<file path="config.mk">
export PLATFORM = sky130hd
export DESIGN_NAME = tx_message_descriptor_queue
export DESIGN_NICKNAME = d
export VERILOG_FILES = /design/src/design/tx_queue_pkg.sv /design/src/design/tx_message_descriptor_queue.sv
export SDC_FILE = /design/constraint.sdc
export NUM_CORES = 1
export LEC_CHECK = 0
export BUFFER_PORTS_ARGS = -buffer_cell sky130_fd_sc_hd__buf_2
export CAP_MARGIN = 25
export CORE_AREA = 2 2 228 230
export DETAILED_ROUTE_END_ITERATION = 6
export DIE_AREA = 0 0 230 232
export GPL_TIMING_DRIVEN = 0
export SETUP_SLACK_MARGIN = 0.3
export SYNTH_ARGS = -nofsm -noshare
export SYNTH_HDL_FRONTEND = slang
export SYNTH_SLANG_ARGS = --single-unit
</file>
<file path="constraint.sdc">
create_clock -name i_sys_clk -period 4.67 [get_ports i_sys_clk]
set_input_delay 0.934 -clock i_sys_clk [delete_from_list [all_inputs] [get_ports i_sys_clk]]
set_output_delay 0.934 -clock i_sys_clk [all_outputs]
set_load 0.01 [all_outputs]
</file>
<file path="src/design/tx_queue_pkg.sv">
// Package with register map, descriptor layout and states of the transmit descriptor queue.
// Behaviour
// [RULE1] Host writes the completion pointer with the last descriptor it has processed.
// [RULE2] Port compares the completion pointer with its progress to drop the interrupt.
// [RULE3] Descriptor word zero is the word-aligned address of the next descriptor.
// [RULE4] A zero next address marks the last descriptor; nothing more is fetched.
// [RULE5] Host fills next and payload addresses before handing a descriptor over.
// [RULE6] Payload address is byte aligned and passed on unchanged.
// [RULE7] First-segment and last-segment flags are always one in every descriptor.
// [RULE8] Ownership one means port owned; port clears it after sending the message.
// [RULE9] Ownership is interpreted only when the first-segment flag is set.
// [RULE10] Host reclaims a buffer only after the port cleared its ownership flag.
// [RULE11] On a last descriptor with zero next address the queue-drained flag is set; the code leaves it zero on a teardown write-back.
// [RULE12] Queue-drained flag stays zero while further messages remain queued.
// [RULE13] Teardown-done flag is written as one once a commanded teardown finishes.
// [RULE14] Host starts by writing the head pointer; port zeroes it when all are sent.
// [RULE15] Writing the head pointer while it is nonzero raises an error.
// [RULE16] A descriptor is four contiguous 32-bit words on a 32-bit boundary.
// [RULE17] On teardown the outcome code is written as 110 with the teardown flag.
// [RULE18] Word three flags sit at bits 31 to 27; word two holds routing fields.
// [RULE19] Descriptors are handled in chain order, each released before the next fetch.
package tx_queue_pkg;
    localparam logic [11:0] HEAD_PTR_OFS = 12'h500;
    localparam logic [11:0] DONE_PTR_OFS = 12'h058;
    localparam logic [31:0] PTR_RESET = 32'h0000_0000;
    localparam logic [3:0] WORD_BYTES = 4'h4;
    localparam logic [1:0] LAST_WORD = 2'h3;
    localparam logic [2:0] OUTCOME_GOOD = 3'h0;
    localparam logic [2:0] OUTCOME_TEARDOWN = 3'h6;

    typedef struct packed {
        logic sop;
        logic eop;
        logic owner;
        logic drained;
        logic tdown;
        logic [6:0] rsvd;
        logic [2:0] outcome_code;
        logic [8:0] retry_count;
        logic [7:0] msg_len;
    } word3_t;

    typedef struct packed {
        logic [31:0] buf_addr;
        logic [31:0] route;
        logic [7:0] msg_len;
    } tx_msg_t;

    typedef enum logic [4:0] {
        S_IDLE = 5'h01,
        S_FETCH = 5'h02,
        S_SEND = 5'h04,
        S_WAIT = 5'h08,
        S_BACK = 5'h10
    } state_t;
endpackage

</file>
<file path="src/design/tx_message_descriptor_queue.sv">
// Transmit descriptor queue engine: walks the chain, sends messages and writes status back.
`timescale 1ns/1ps
module tx_message_descriptor_queue (
    input wire logic i_sys_clk,
    input wire logic i_rst_n,
    input wire logic i_reg_wr,
    input wire logic [11:0] i_reg_addr,
    input wire logic [31:0] i_reg_wdata,
    output logic [31:0] o_reg_rdata,
    input wire logic i_teardown,
    output logic o_head_write_err,
    output logic o_teardown_done,
    output logic o_tx_irq,
    output logic o_mem_req,
    output logic o_mem_we,
    output logic [31:0] o_mem_addr,
    output logic [31:0] o_mem_wdata,
    input wire logic i_mem_ack,
    input wire logic [31:0] i_mem_rdata,
    output logic o_tx_valid,
    output tx_queue_pkg::tx_msg_t o_tx_msg,
    input wire logic i_tx_ready,
    input wire logic i_tx_done
);
    tx_queue_pkg::state_t state;
    tx_queue_pkg::state_t next_state;
    logic [31:0] head_ptr;
    logic [31:0] done_ptr;
    logic [31:0] cur_ptr;
    logic [31:0] next_ptr;
    logic [31:0] last_done;
    logic [1:0] widx;
    logic td_pend;
    logic td_now;
    logic irq;
    tx_queue_pkg::word3_t word3;

    wire head_wr = i_reg_wr && (i_reg_addr == tx_queue_pkg::HEAD_PTR_OFS);
    wire done_wr = i_reg_wr && (i_reg_addr == tx_queue_pkg::DONE_PTR_OFS);
    wire head_busy = (head_ptr != tx_queue_pkg::PTR_RESET);
    wire fetch_ack = (state == tx_queue_pkg::S_FETCH) && i_mem_ack;
    wire last_word = fetch_ack && (widx == tx_queue_pkg::LAST_WORD);
    wire back_ack = (state == tx_queue_pkg::S_BACK) && i_mem_ack;
    wire chain_end = (next_ptr == tx_queue_pkg::PTR_RESET);
    wire [31:0] desc_base = {cur_ptr[31:2], 2'b00};
    tx_queue_pkg::word3_t rd_w3;
    assign rd_w3 = tx_queue_pkg::word3_t'(i_mem_rdata);
    // Ownership only counts on a first-segment descriptor; others are never sent.
    wire port_owned = rd_w3.sop && rd_w3.owner; // [RULE9]
    wire stop_walk = td_now || chain_end; // [RULE4]

    tx_queue_pkg::word3_t wb_w3;
    always_comb begin
        wb_w3 = word3;
        wb_w3.sop = 1'b1; // [RULE7]
        wb_w3.eop = 1'b1; // [RULE7]
        wb_w3.owner = 1'b0; // [RULE8]
        wb_w3.drained = chain_end && !td_now; // [RULE11] [RULE12]
        wb_w3.tdown = td_now; // [RULE13]
        wb_w3.outcome_code = td_now ? tx_queue_pkg::OUTCOME_TEARDOWN
                                    : tx_queue_pkg::OUTCOME_GOOD; // [RULE17]
    end

    always_comb begin
        next_state = state;
        unique case (state)
            tx_queue_pkg::S_IDLE: begin
                if (head_busy) begin
                    next_state = tx_queue_pkg::S_FETCH;
                end
            end
            tx_queue_pkg::S_FETCH: begin
                if (last_word) begin
                    if (td_pend) begin
                        next_state = tx_queue_pkg::S_BACK;
                    end else if (port_owned) begin
                        next_state = tx_queue_pkg::S_SEND;
                    end else begin
                        next_state = tx_queue_pkg::S_IDLE;
                    end
                end
            end
            tx_queue_pkg::S_SEND: begin
                if (i_tx_ready) begin
                    next_state = tx_queue_pkg::S_WAIT;
                end
            end
            tx_queue_pkg::S_WAIT: begin
                if (i_tx_done) begin
                    next_state = tx_queue_pkg::S_BACK;
                end
            end
            tx_queue_pkg::S_BACK: begin
                if (i_mem_ack) begin
                    // The next fetch starts only after this descriptor is released.
                    next_state = stop_walk ? tx_queue_pkg::S_IDLE
                                           : tx_queue_pkg::S_FETCH; // [RULE19]
                end
            end
        endcase
    end

    // Descriptor words are fetched from the aligned base, one word per access.
    assign o_mem_req = (state == tx_queue_pkg::S_FETCH) || (state == tx_queue_pkg::S_BACK);
    assign o_mem_we = (state == tx_queue_pkg::S_BACK);
    wire [1:0] word_sel = o_mem_we ? tx_queue_pkg::LAST_WORD : widx;
    wire [31:0] word_ofs = {28'h0, tx_queue_pkg::WORD_BYTES} * {30'h0, word_sel};
    assign o_mem_addr = desc_base + word_ofs; // [RULE16]
    assign o_mem_wdata = wb_w3;
    assign o_tx_valid = (state == tx_queue_pkg::S_SEND);
    assign o_tx_irq = irq;

    always_ff @(posedge i_sys_clk or negedge i_rst_n) begin
        if (!i_rst_n) begin
            state <= tx_queue_pkg::S_IDLE;
            widx <= 2'h0;
            cur_ptr <= 32'h0;
            next_ptr <= 32'h0;
            word3 <= '0;
            o_tx_msg <= '0;
            td_now <= 1'b0;
        end else begin
            state <= next_state;
            if (state == tx_queue_pkg::S_IDLE && head_busy) begin
                cur_ptr <= head_ptr;
                widx <= 2'h0;
            end
            if (fetch_ack) begin
                widx <= widx + 2'h1;
                td_now <= td_pend;
                unique case (widx)
                    2'h0: next_ptr <= i_mem_rdata; // [RULE3]
                    2'h1: o_tx_msg.buf_addr <= i_mem_rdata; // [RULE6]
                    2'h2: o_tx_msg.route <= i_mem_rdata; // [RULE18]
                    2'h3: begin
                        word3 <= rd_w3; // [RULE18]
                        o_tx_msg.msg_len <= rd_w3.msg_len;
                    end
                endcase
            end
            if (back_ack && !stop_walk) begin
                cur_ptr <= next_ptr; // [RULE3]
                widx <= 2'h0;
            end
        end
    end

    // Head pointer, completion pointer, interrupt and teardown bookkeeping.
    always_ff @(posedge i_sys_clk or negedge i_rst_n) begin
        if (!i_rst_n) begin
            head_ptr <= tx_queue_pkg::PTR_RESET;
            done_ptr <= tx_queue_pkg::PTR_RESET;
            last_done <= tx_queue_pkg::PTR_RESET;
            irq <= 1'b0;
            td_pend <= 1'b0;
            o_head_write_err <= 1'b0;
            o_teardown_done <= 1'b0;
            o_reg_rdata <= 32'h0;
        end else begin
            o_head_write_err <= head_wr && head_busy; // [RULE15]
            o_teardown_done <= back_ack && td_now; // [RULE13]
            if (head_wr && !head_busy) begin
                head_ptr <= i_reg_wdata; // [RULE14]
            end
            if (done_wr) begin
                done_ptr <= i_reg_wdata;
            end
            // The new completion wins over a stale acknowledge in the same cycle.
            if (back_ack) begin
                irq <= 1'b1;
                last_done <= desc_base;
                head_ptr <= stop_walk ? tx_queue_pkg::PTR_RESET : next_ptr; // [RULE14]
            end else if (done_wr && (i_reg_wdata == last_done)) begin
                irq <= 1'b0; // [RULE2]
            end
            if (i_teardown) begin
                td_pend <= 1'b1;
            end else if (back_ack && td_now) begin
                td_pend <= 1'b0;
            end else if (state == tx_queue_pkg::S_IDLE && !head_busy) begin
                td_pend <= 1'b0;
            end
            if (state == tx_queue_pkg::S_FETCH && last_word && !td_pend && !port_owned) begin
                head_ptr <= tx_queue_pkg::PTR_RESET;
            end
            o_reg_rdata <= (i_reg_addr == tx_queue_pkg::HEAD_PTR_OFS) ? head_ptr
                         : (i_reg_addr == tx_queue_pkg::DONE_PTR_OFS) ? done_ptr : 32'h0;
        end
    end

    a_wb_owner_clear: assert property (@(posedge i_sys_clk) disable iff (!i_rst_n)
        o_mem_we |-> !o_mem_wdata[29] && o_mem_wdata[31] && o_mem_wdata[30]) // [RULE8]
        else $error("Write-back keeps ownership or drops segment flags.");
    a_wb_drained: assert property (@(posedge i_sys_clk) disable iff (!i_rst_n)
        o_mem_we && !td_now |-> o_mem_wdata[28] == chain_end) // [RULE11]
        else $error("Queue-drained flag does not match chain end.");
    a_wb_teardown: assert property (@(posedge i_sys_clk) disable iff (!i_rst_n)
        o_mem_we && td_now |-> o_mem_wdata[27] && o_mem_wdata[19:17] == 3'h6) // [RULE17]
        else $error("Teardown write-back lacks flag or outcome code.");
    a_head_zeroed: assert property (@(posedge i_sys_clk) disable iff (!i_rst_n)
        back_ack && chain_end |=> head_ptr == 32'h0 && state == tx_queue_pkg::S_IDLE) // [RULE4]
        else $error("Head pointer not cleared at end of queue.");
    a_head_error: assert property (@(posedge i_sys_clk) disable iff (!i_rst_n)
        head_wr && head_busy |=> o_head_write_err
            && ($stable(head_ptr) || $past(back_ack || last_word))) // [RULE15]
        else $error("Busy head pointer write not flagged.");
    a_irq_raise: assert property (@(posedge i_sys_clk) disable iff (!i_rst_n)
        back_ack |=> o_tx_irq) // [RULE2]
        else $error("Interrupt not raised after completion.");
    a_irq_ack: assert property (@(posedge i_sys_clk) disable iff (!i_rst_n)
        done_wr && !back_ack && i_reg_wdata == last_done |=> !o_tx_irq) // [RULE2]
        else $error("Interrupt not dropped on matching completion pointer.");
    a_send_owned: assert property (@(posedge i_sys_clk) disable iff (!i_rst_n)
        o_tx_valid |-> word3.sop && word3.owner) // [RULE9]
        else $error("Message sent from a descriptor the port does not own.");
    a_tx_hold: assert property (@(posedge i_sys_clk) disable iff (!i_rst_n)
        o_tx_valid && !i_tx_ready |=> o_tx_valid && $stable(o_tx_msg)) // [RULE19]
        else $error("Transmit request dropped before acceptance.");
    c_chain_two: cover property (@(posedge i_sys_clk) disable iff (!i_rst_n)
        back_ack && !stop_walk ##[1:40] back_ack && chain_end);
    c_teardown: cover property (@(posedge i_sys_clk) disable iff (!i_rst_n)
        o_teardown_done);
    c_irq_ack: cover property (@(posedge i_sys_clk) disable iff (!i_rst_n)
        o_tx_irq ##1 !o_tx_irq);
endmodule

</file>
==> results of run 1 <==
## what timing repair did
action / CTS / global route
buffers inserted: 7 / 1
hold buffers: 0 / 0
hold endpoints to repair: 0 / 0
pin swaps: 5 / 5
gates resized for setup: 11 / 12
setup endpoints to repair: 14 / 11
## through the flow
stage           util  setup slack (ps)
6_report       0.317               372
5_1_grt        0.317               266
4_1_cts        0.316               274
3_5_place_dp   0.291             -77.8
3_3_place_gp   0.289             -2940
2_1_floorplan      -               930
## how the worst max path moves through the flow
stage / startpoint / to / depth (start not counted)
after floorplan: state[1] / o_mem_addr[30] / 11
after global routing: state[1] / o_mem_addr[26] / 12
after detailed placement: state[1] / o_mem_addr[22] / 12
after CTS: state[1] / o_mem_addr[22] / 12
after global placement: i_rst_n / o_mem_wdata[10] / 1
final: state[0] / o_mem_addr[31] / 12
## synth_stat cells, types with 3 or more instances
| cell type | number | share of area |
|---|---|---|
| inv_1 | 12 | 0.0036 |
| a22o_1 | 96 | 0.067 |
| xnor2_1 | 22 | 0.015 |
| nand4b_1 | 3 | 0.0021 |
| nor3_2 | 3 | 0.0024 |
| nand4_1 | 12 | 0.0060 |
| dfrtp_1 | 287 | 0.57 |
| nor4_1 | 23 | 0.011 |
| buf_6 | 6 | 0.0054 |
| buf_1 | 14 | 0.0042 |
| mux2i_1 | 30 | 0.024 |
| and4_1 | 3 | 0.0021 |
| o21ai_1 | 10 | 0.0040 |
| nor2_1 | 19 | 0.0057 |
| mux2_2 | 128 | 0.11 |
| buf_2 | 15 | 0.0060 |
| nor2b_1 | 3 | 0.0015 |
| clkbuf_1 | 22 | 0.0065 |
| buf_4 | 17 | 0.010 |
| nand3_1 | 11 | 0.0044 |
| nor3_1 | 5 | 0.0020 |
| nand2_1 | 216 | 0.064 |
| o21ai_0 | 29 | 0.012 |
| xor2_1 | 36 | 0.025 |
| ha_1 | 6 | 0.0060 |
## flip-flops by register name, indices dropped and copies added, names as in the netlist
signal,count
cur_ptr,30
o_reg_rdata,32
o_mem_wdata,24
head_ptr,32
widx,2
last_done,30
o_head_write_err,1
td_pend,1
o_tx_irq,1
done_ptr,32
state,5
o_teardown_done,1
o_tx_msg,64
td_now,1
next_ptr,32
## layer usage
| layer | track usage | up-vias | routed length [um] |
|---|---|---|---|
| li1 | - | 4321 | - |
| met1 | 0.209 | 4829 | 18700 |
| met2 | 0.258 | 303 | 19800 |
| met3 | 0.0420 | 64 | 3010 |
| met4 | 0.0456 | 6 | 1060 |
| met5 | 0 | - | 34 |
## placed cells by master, fill, tap and decap left out, types with 8 or more instances in the layout
master	n
nand2_1	215
buf_6	8
xor2_1	34
clkbuf_8	10
clkbuf_16	38
clkbuf_1	27
nand3_1	11
o21ai_0	29
nor4_1	22
mux2_2	128
nor2_1	17
inv_1	12
dfrtp_1	287
a22o_1	96
xnor2_1	20
o21ai_1	10
buf_4	24
buf_1	14
mux2i_1	30
buf_2	264
nand4_1	12
## layout make-up
class | instances | area, um2 | share of cell area
Antenna cell | 1 | 2.50 | 0.000155
Buffer | 74 | 413 | 0.0256
Clock buffer | 54 | 1110 | 0.0688
Clock inverter | 6 | 70.1 | 0.00434
Inverter | 13 | 48.8 | 0.00302
Multi-Input combinational cell | 695 | 5060 | 0.313
Sequential cell | 288 | 7210 | 0.447
Tap cell | 680 | 851 | 0.0527
Timing Repair Buffer | 260 | 1380 | 0.0855
## cell families (layout without fill, tap and decap cells)
group	count (synthesis)	in the layout	synth area share
flip-flops	288	288	0.572
other	2	7	0.000595
adder cells (fa/ha/maj)	7	7	0.00754
multiplexers	158	158	0.138
AND/OR/NAND/NOR	316	316	0.113
AO/OA/AOI/OAI	150	150	0.0925
buffers and inverters	87	407	0.0360
XOR/XNOR	58	58	0.0403
## critical path: stages (launching register included)
cell and delay [ps]:
dfstp_2 580, nor3_4 60, nand2_2 110, nand2_1 90, ha_1 270, a21o_1 150, or3b_4 390, buf_6 150
nor3_4 170, buf_6 150, nand4_1 180, xnor2_2 300, buf_2 190
## power groups by stage
| stage | combinational (W) | sequential (W) | clock (W) |
|---|---|---|---|
| floorplan | 0.00175 | 0.00405 | 0 |
| global placement | 0.00314 | 0.00412 | 0 |
| detailed placement | 0.00320 | 0.00416 | 0 |
| CTS | 0.00331 | 0.00414 | 0.00287 |
| global route | 0.00361 | 0.00427 | 0.00297 |
| finish | 0.00331 | 0.00415 | 0.00279 |
==> run_results.csv, run 1 <==
group,metric,value,unit
final_layout,nFillCells,5250,
timing,report.final.slew_viol_count,0,
synthesis,seq_area_frac_synth,0.572,
placement,io_buffers,250,
global_route,grt_pass1_vias,9852,
floorplanning,die_x,230,um
pwr,power_frac_seq,0.405,
placement,dp_hpwl,32000,um
pwr,intPower,0.00658,W
drt,vias,9523,
critical_path,critPathLaunchType,"register",
timing,hold_slack,393,ps
critical_path,end_kind,"primary output",
placement,place_area,14800,um2
cts,cts.path.max_buffers,3,
floorplanning,floorplan.initialDensity,0.248,
timing,fin_skew,21.3,ps
timing,worstMarginPinSlew,913,ps
pwr,p_total,0.0103,W
timing,relSlewSlack,0.388,
synthesis,syn_inst,1066,
final_layout,final_nets,1458,
global_route,grt_max_degree,108,
global_route,grt_overflow,0,
status,status,"complete, no violations",
global_route,track_usage,0.159,
timing,finalWorstPathRequiredPeriod,4300,ps
floorplanning,fp.coreArea,50900,um2
drt,drc,0,
drt,via_per_inst,4.60,
pwr,clkPwrFrac,0.272,
synthesis,ys_async_sr_fraction,1.00,
critical_path,reg2reg_from,"head_ptr[14]",
timing,finalHoldViolCount,0,
pwr,power_switching,0.00368,W
global_route,antenna_found_initial,6,
pwr,ir_worst_vdd,385,uV
critical_path,cp.arrival,3360,ps
critical_path,cp_data_required_time,3740,ps
floorplanning,io_pins,257,
cts,htree_levels,2,
pwr,combPwrFrac,0.323,
final_layout,areaGrowthSynthToFinish,28.0,%
final_layout,fin_cells,2071,
drt,dr.pass1.iters,5,
synthesis,syn_avg_cell_area,11.8,um2
floorplanning,dieArea,53400,um2
cts,path_clk_slew,50,ps
global_route,grt_pass1_wl,63500,um
drt,wl_per_cell,20.6,um
critical_path,cp_max_fo,6,
critical_path,crit_type,"register to primary output",
drt,drt-total-wl,42700,um
timing,timing.fmax,233,MHz
cts,cts_tree,"done",
synthesis,syn-cell-area,12600,um2
critical_path,rrSetupSlack,1850,ps
timing,fin_crit_sh,0.920,
synthesis,ys.flop_type,"dfrtp_1",
cts,root_buffer,"clkbuf_16",
floorplanning,rows,83,
pwr,p_leak,7.97,nW
placement,placedCellCount,2002,
synthesis,ys.warnings.count,0,
floorplanning,die_y,232,um
drt,ant_nets,0,
timing,fin_tns_setup,0,ps
cts,cts_sinks,288,
pwr,power_density,635,nW/um2
critical_path,regToRegEndpoint,"cur_ptr[27]",
cts,cts_made_buffers,36,
cts,insertion_delay,550,ps
placement,gp_congestion,0.835,
synthesis,synth_edf_count,0,
synthesis,synth_cell_types,55,
timing,rsz0062_at_grt,"true",
critical_path,reg2reg_depth,6,
synthesis,synth-seq-cells,288,
worst_hold_path,worst_hold_path_type,"input port to asynchronous set/reset pin",
final_layout,drive_above_1_share,0.365,
timing,setup_violations,0,
job,cap_violations,0,
drt,drtIter0Drc,558,
final_layout,design_area,16100,um2
pwr,swShare,0.359,
(Power assumes the default switching activity.)
==> run 2: changes to the inputs <==
Settings changed: RECOVER_POWER set to 100.
==> run 2 against run 1 <==
  * The flow now finishes with violations (capacitance limit, slew limit)
  * Clock-buffer cell count unchanged
  * Critical path depth unchanged
  * Clock skew increased by 1.9 ps
  * Wire length increased by 0.18%
  * Worst hold slack improved by 82 ps
  * Clock power about the same
==> run_results.csv, run 2 (same netlist as run 1, synthesis figures left out) <==
group,metric,value,unit
status,status,"complete, but fails checks",
status,violations,"capacitance limit, slew limit",
floorplanning,dieArea,53400,um2
critical_path,reg2reg_from,"state[0]",
global_route,grt_pass1_wl,63500,um
cts,ctsHoldBuffers,0,
cts,cts_sinks,288,
final_layout,multi_input_area,5040,um2
drt,drt-total-wl,42800,um
drt,ant_nets,0,
drt,via_per_inst,4.61,
critical_path,critPathLaunchType,"register",
floorplanning,floorplan.initialDensity,0.248,
final_layout,nFillCells,5341,
final_layout,final_nets,1458,
final_layout,final_common_cell,"dfrtp_1",
critical_path,cp_slowest_cell,"dfstp_1",
placement,gp_congestion,0.835,
pwr,p_leak,7.42,nW
worst_hold_path,min_path_cells,2,
critical_path,rrSetupSlack,1290,ps
timing,hold_slack,475,ps
timing,timing.fmax,226,MHz
final_layout,largest_reg_flops,64,
drt,drc,0,
worst_hold_path,hold_path_startpoint,"o_mem_wdata[20]",
drt,wl_per_cell,20.6,um
drt,vias,9543,
timing,worstMarginPinSlew,2110,ps
timing,relSlewSlack,-0.409,
worst_hold_path,hold-path-endpoint,"o_mem_wdata[20]",
global_route,grt_pass1_vias,9852,
timing,report.final.slew_viol_count,197,
timing,finalHoldViolCount,0,
cts,cts.path.max_buffers,3,
pwr,power_density,636,nW/um2
timing,fin_ws,242,ps
placement,io_buffers,250,
floorplanning,io_pins,257,
final_layout,regArea,7210,um2
final_layout,final_cell_mix,"287 x dfrtp_1, 216 x nand2_1, 203 x clkbuf_1",
timing,fin_tns_setup,0,ps
cts,path_clk_slew,60,ps
placement,dp_hpwl,32000,um
worst_hold_path,worst_hold_path_type,"register to register",
cts,root_buffer,"clkbuf_16",
pwr,ir_worst_vdd,366,uV
placement,dpl_worst_slack,-77.8,ps
critical_path,cp_data_required_time,3740,ps
critical_path,path_cells,"nor3_4 -> nand2_1 -> nand2_1 -> ha_1 -> a21o_1 -> or3b_4 -> buf_6 -> nor3_4 -> buf_6 -> nand4_1 -> xnor2_2 -> buf_2",
job,cap_violations,3,
drt,drtIter0Drc,535,
critical_path,cp.arrival,3490,ps
timing,fin_skew,23.3,ps
timing,fin_crit_sh,0.948,
final_layout,drive_above_1_share,0.242,
critical_path,regToRegEndpoint,"cur_ptr[10]",
global_route,antenna_found_initial,6,
final_layout,regMostFlops,"o_tx_msg",
floorplanning,rows,83,
global_route,track_usage,0.159,
floorplanning,die_x,230,um
timing,setup_violations,0,
critical_path,crit_type,"register to primary output",
timing,finalWorstPathRequiredPeriod,4430,ps
critical_path,reg2reg_depth,10,
drt,dr.pass1.iters,5,
cts,cts_tree,"done",
final_layout,areaGrowthSynthToFinish,25.9,%
critical_path,end_kind,"primary output",
global_route,grt_max_degree,108,
cts,insertion_delay,550,ps
floorplanning,fp.coreArea,50900,um2
floorplanning,die_y,232,um
global_route,grt_overflow,0,
cts,htree_levels,2,
critical_path,slowest_delay,630,ps
cts,cts_made_buffers,36,
timing,rsz0062_at_grt,"true",
critical_path,cp_max_fo,6,
run 2: cell count changes in the layout (fill, tap and decap cells not counted), sizes merged:
cell,before,now
buf,313,126
clkbuf,75,262
run 2: repair_timing:
| item | in CTS | in global routing |
|---|---|---|
| buffers inserted | 7 | 1 |
| pin swaps | 5 | 5 |
| resized for setup | 11 | 12 |
| setup endpoints to repair | 14 | 11 |
run 2: cell type report:
cell class / instances / share of cell area
clock buffer: 54 / 0.0700
timing repair buffer: 260 / 0.0723
clock inverter: 6 / 0.00441
tap: 680 / 0.0536
multi-input combinational: 695 / 0.317
antenna: 1 / 0.000158
sequential: 288 / 0.454
buffer: 74 / 0.0253
inverter: 13 / 0.00307
run 2: how the worst max path moves through the flow:
stage	from	end	slack (ps)	depth (start not counted)
2_1_floorplan	state[1]	o_mem_addr[30]	930	11
3_3_place_gp	i_rst_n	o_mem_wdata[10]	-2940	1
3_5_place_dp	state[1]	o_mem_addr[22]	-80	12
4_1_cts	state[1]	o_mem_addr[22]	270	12
5_1_grt	state[0]	o_mem_addr[31]	140	12
6_report	state[0]	o_mem_addr[31]	240	12
run 2: power by group:
part	internal (W)	switching [W]	total, W
clock network	0.00169	0.00109	0.00278
registers	0.00332	0.000846	0.00417
logic	0.00140	0.00174	0.00314
total	0.00641	0.00368	0.0101
run 2: worst max-delay path: cells and delay by family (launching register included):
family                   cells  cell delay [ps]
XOR/XNOR                     1              300
AO/OA/AOI/OAI                1              160
flip-flops                   1              630
adder cells (fa/ha/maj)      1              280
AND/OR/NAND/NOR              6             1070
buffers and inverters        3              490
run 2: per-layer routing:
layer | global-route usage | wire, um | share of wire | vias up
met5 | 0 | 34 | 0.00080 | -
met4 | 0.0456 | 1060 | 0.025 | 6
met3 | 0.0420 | 3160 | 0.074 | 63
met2 | 0.258 | 19900 | 0.47 | 339
met1 | 0.209 | 18600 | 0.43 | 4809
li1 | - | - | - | 4326
run 2: metrics by stage:
stage                     area (um2)  power (W)   util  cells
after floorplan                12600    0.00581      -   1070
after global placement         14700    0.00726  0.289   2000
after detailed placement       14800    0.00737  0.291   2002
after CTS                      16100     0.0103  0.316   2069
after global routing           15900     0.0107  0.312   2070
final                          15900     0.0101  0.312   2071
==> run 3: changes to the inputs <==
Clock period 4.67 ns to 4.5 ns, I/O delays scaled along.
==> run 3 against run 2 <==
  * Design area is 1.1% higher
  * Highest routed layer unchanged
  * Global-route usage hardly changed
  * Non-clock buffer count is 5 higher
  * The run still ends with capacitance limit, slew limit left
  * First-iteration DRC count is 9.9% higher
  * Clock skew is 1.1 ps higher
  * Cell count is 0.24% higher
  * Clock power is 4% higher
  * Sequential share of layout area is 0.50 points lower
  * Via count is 0.40% higher
==> run_results.csv, run 3 (same netlist as run 1, synthesis figures left out) <==
group,metric,value,unit
critical_path,cp-startpoint,"state[0]",
cts,ctsHoldBuffers,0,
cts,cts_sinks,288,
drt,vias,9581,
timing,timing.fmax,231,MHz
final_layout,final_cell_mix,"287 x dfrtp_1, 212 x nand2_1, 196 x clkbuf_1",
final_layout,final_common_cell,"dfrtp_1",
placement,gp_congestion,0.835,
global_route,track_usage,0.159,
worst_hold_path,worst_hold_path_type,"register to register",
global_route,grt_max_degree,108,
critical_path,rrSetupSlack,1160,ps
final_layout,regMostFlops,"o_tx_msg",
critical_path,cp_slowest_cell,"dfstp_1",
final_layout,final_core_util,0.316,
critical_path,critPathLaunchType,"register",
timing,fin_skew,24.4,ps
placement,placedCellCount,2002,
drt,wl_per_cell,20.7,um
critical_path,reg2reg_from,"state[0]",
timing,worstMarginPinSlew,2170,ps
timing,hold_slack,475,ps
critical_path,cp_data_required_time,3600,ps
critical_path,regToRegEndpoint,"cur_ptr[28]",
timing,report.final.slew_viol_count,89,
drt,drtIter0Drc,588,
final_layout,largest_reg_flops,64,
final_layout,final_nets,1463,
drt,dr.pass1.iters,4,
cts,cts_tree,"done",
critical_path,end_kind,"primary output",
timing,relSlewSlack,-0.449,
timing,fin_tns_setup,0,ps
drt,drc,0,
critical_path,worst-path-stages,12,
pwr,p_total,0.0106,W
cts,insertion_delay,550,ps
global_route,grt_pass1_wl,63500,um
placement,io_buffers,250,
job,cap_violations,2,
cts,cts.path.max_buffers,3,
pwr,ir_worst_vdd,380,uV
drt,via_per_inst,4.62,
global_route,antenna_found_initial,6,
cts,cts_made_buffers,36,
critical_path,path_cells,"nor3_4 -> nand2_2 -> nand2_2 -> ha_1 -> a21o_1 -> or3b_4 -> buf_8 -> nor3_4 -> buf_6 -> nand4_1 -> xnor2_2 -> clkbuf_1",
global_route,grt_pass1_vias,9861,
floorplanning,dieArea,53400,um2
worst_hold_path,hold_path_startpoint,"o_mem_wdata[20]",
critical_path,reg2reg_depth,10,
timing,finalWorstPathRequiredPeriod,4330,ps
cts,root_buffer,"clkbuf_16",
pwr,p_leak,7.49,nW
status,violations,"capacitance limit, slew limit",
critical_path,critical_path.top_delay_family,"simple AND/OR/NAND/NOR gates",
final_layout,drive_above_1_share,0.260,
critical_path,path_buf_inv,3,
floorplanning,rows,83,
floorplanning,die_x,230,um
final_layout,fin_cells,2076,
floorplanning,floorplan.initialDensity,0.248,
timing,rsz0062_at_grt,"true",
timing,fin_crit_sh,0.962,
drt,drt-total-wl,42900,um
cts,path_clk_slew,60,ps
drt,ant_nets,0,
global_route,grt_overflow,0,
worst_hold_path,hold-path-endpoint,"o_mem_wdata[20]",
placement,dp_hpwl,32000,um
critical_path,cp.arrival,3430,ps
pwr,power_density,662,nW/um2
floorplanning,fp.coreArea,50900,um2
floorplanning,io_pins,257,
floorplanning,die_y,232,um
worst_hold_path,min_path_cells,2,
critical_path,cp_max_fo,5,
timing,setup_violations,0,
final_layout,nFillCells,5324,
cts,htree_levels,2,
timing,finalHoldViolCount,0,
status,status,"complete, but fails checks",
critical_path,slowest_delay,630,ps
critical_path,crit_type,"register to primary output",
final_layout,areaGrowthSynthToFinish,27.3,%
## run 3: worst max-delay path by stage
stage / slack, ps / end
global placement: -3080 / o_mem_wdata[10]
finish: 170 / o_mem_addr[31]
floorplan: 790 / o_mem_addr[30]
detailed placement: -210 / o_mem_addr[22]
CTS: 200 / o_mem_addr[31]
global route: 80 / o_mem_addr[24]
## run 3: area by class of cell
class | count | area (um2) | share of cell area
Clock buffer | 54 | 1110 | 0.0692
Sequential cell | 288 | 7210 | 0.449
Tap cell | 680 | 851 | 0.0530
Buffer | 74 | 405 | 0.0252
Inverter | 13 | 48.8 | 0.00304
Multi-Input combinational cell | 695 | 5140 | 0.320
Timing Repair Buffer | 265 | 1220 | 0.0758
Clock inverter | 6 | 70.1 | 0.00436
Antenna cell | 1 | 2.50 | 0.000156
## run 3: power by group
part           leakage, nW  switching, W  internal [W]
clock                0.584       0.00113       0.00176
sequential            3.59      0.000892       0.00345
combinational         3.31       0.00186       0.00154
## run 3: repair_timing
item,4_1_cts,5_1_grt
buffers inserted,8,5
gates resized for setup,22,24
cloned,0,0
pin swaps,7,10
setup endpoints to repair,18,17
## run 3: per-layer routing
metal,global-route usage,share of wire,wire (um)
met5,0,0.00086,37
met2,0.258,0.47,20100
met4,0.0472,0.026,1110
met1,0.209,0.43,18600
met3,0.0421,0.071,3050
## run 3: per-stage QoR
step / instance area (um2) / setup WS, ps
final: 16100 / 170
after detailed placement: 14800 / -214
after floorplan: 12600 / 794
after CTS: 16100 / 198
after global routing: 16100 / 77.3
after global placement: 14700 / -3080
## run 3: worst min-delay path, delay by kind of cell, from the launching register on
kind / cells / cell delay [ps]
and+or+nand+nor: 2 / 100
DFF: 1 / 340
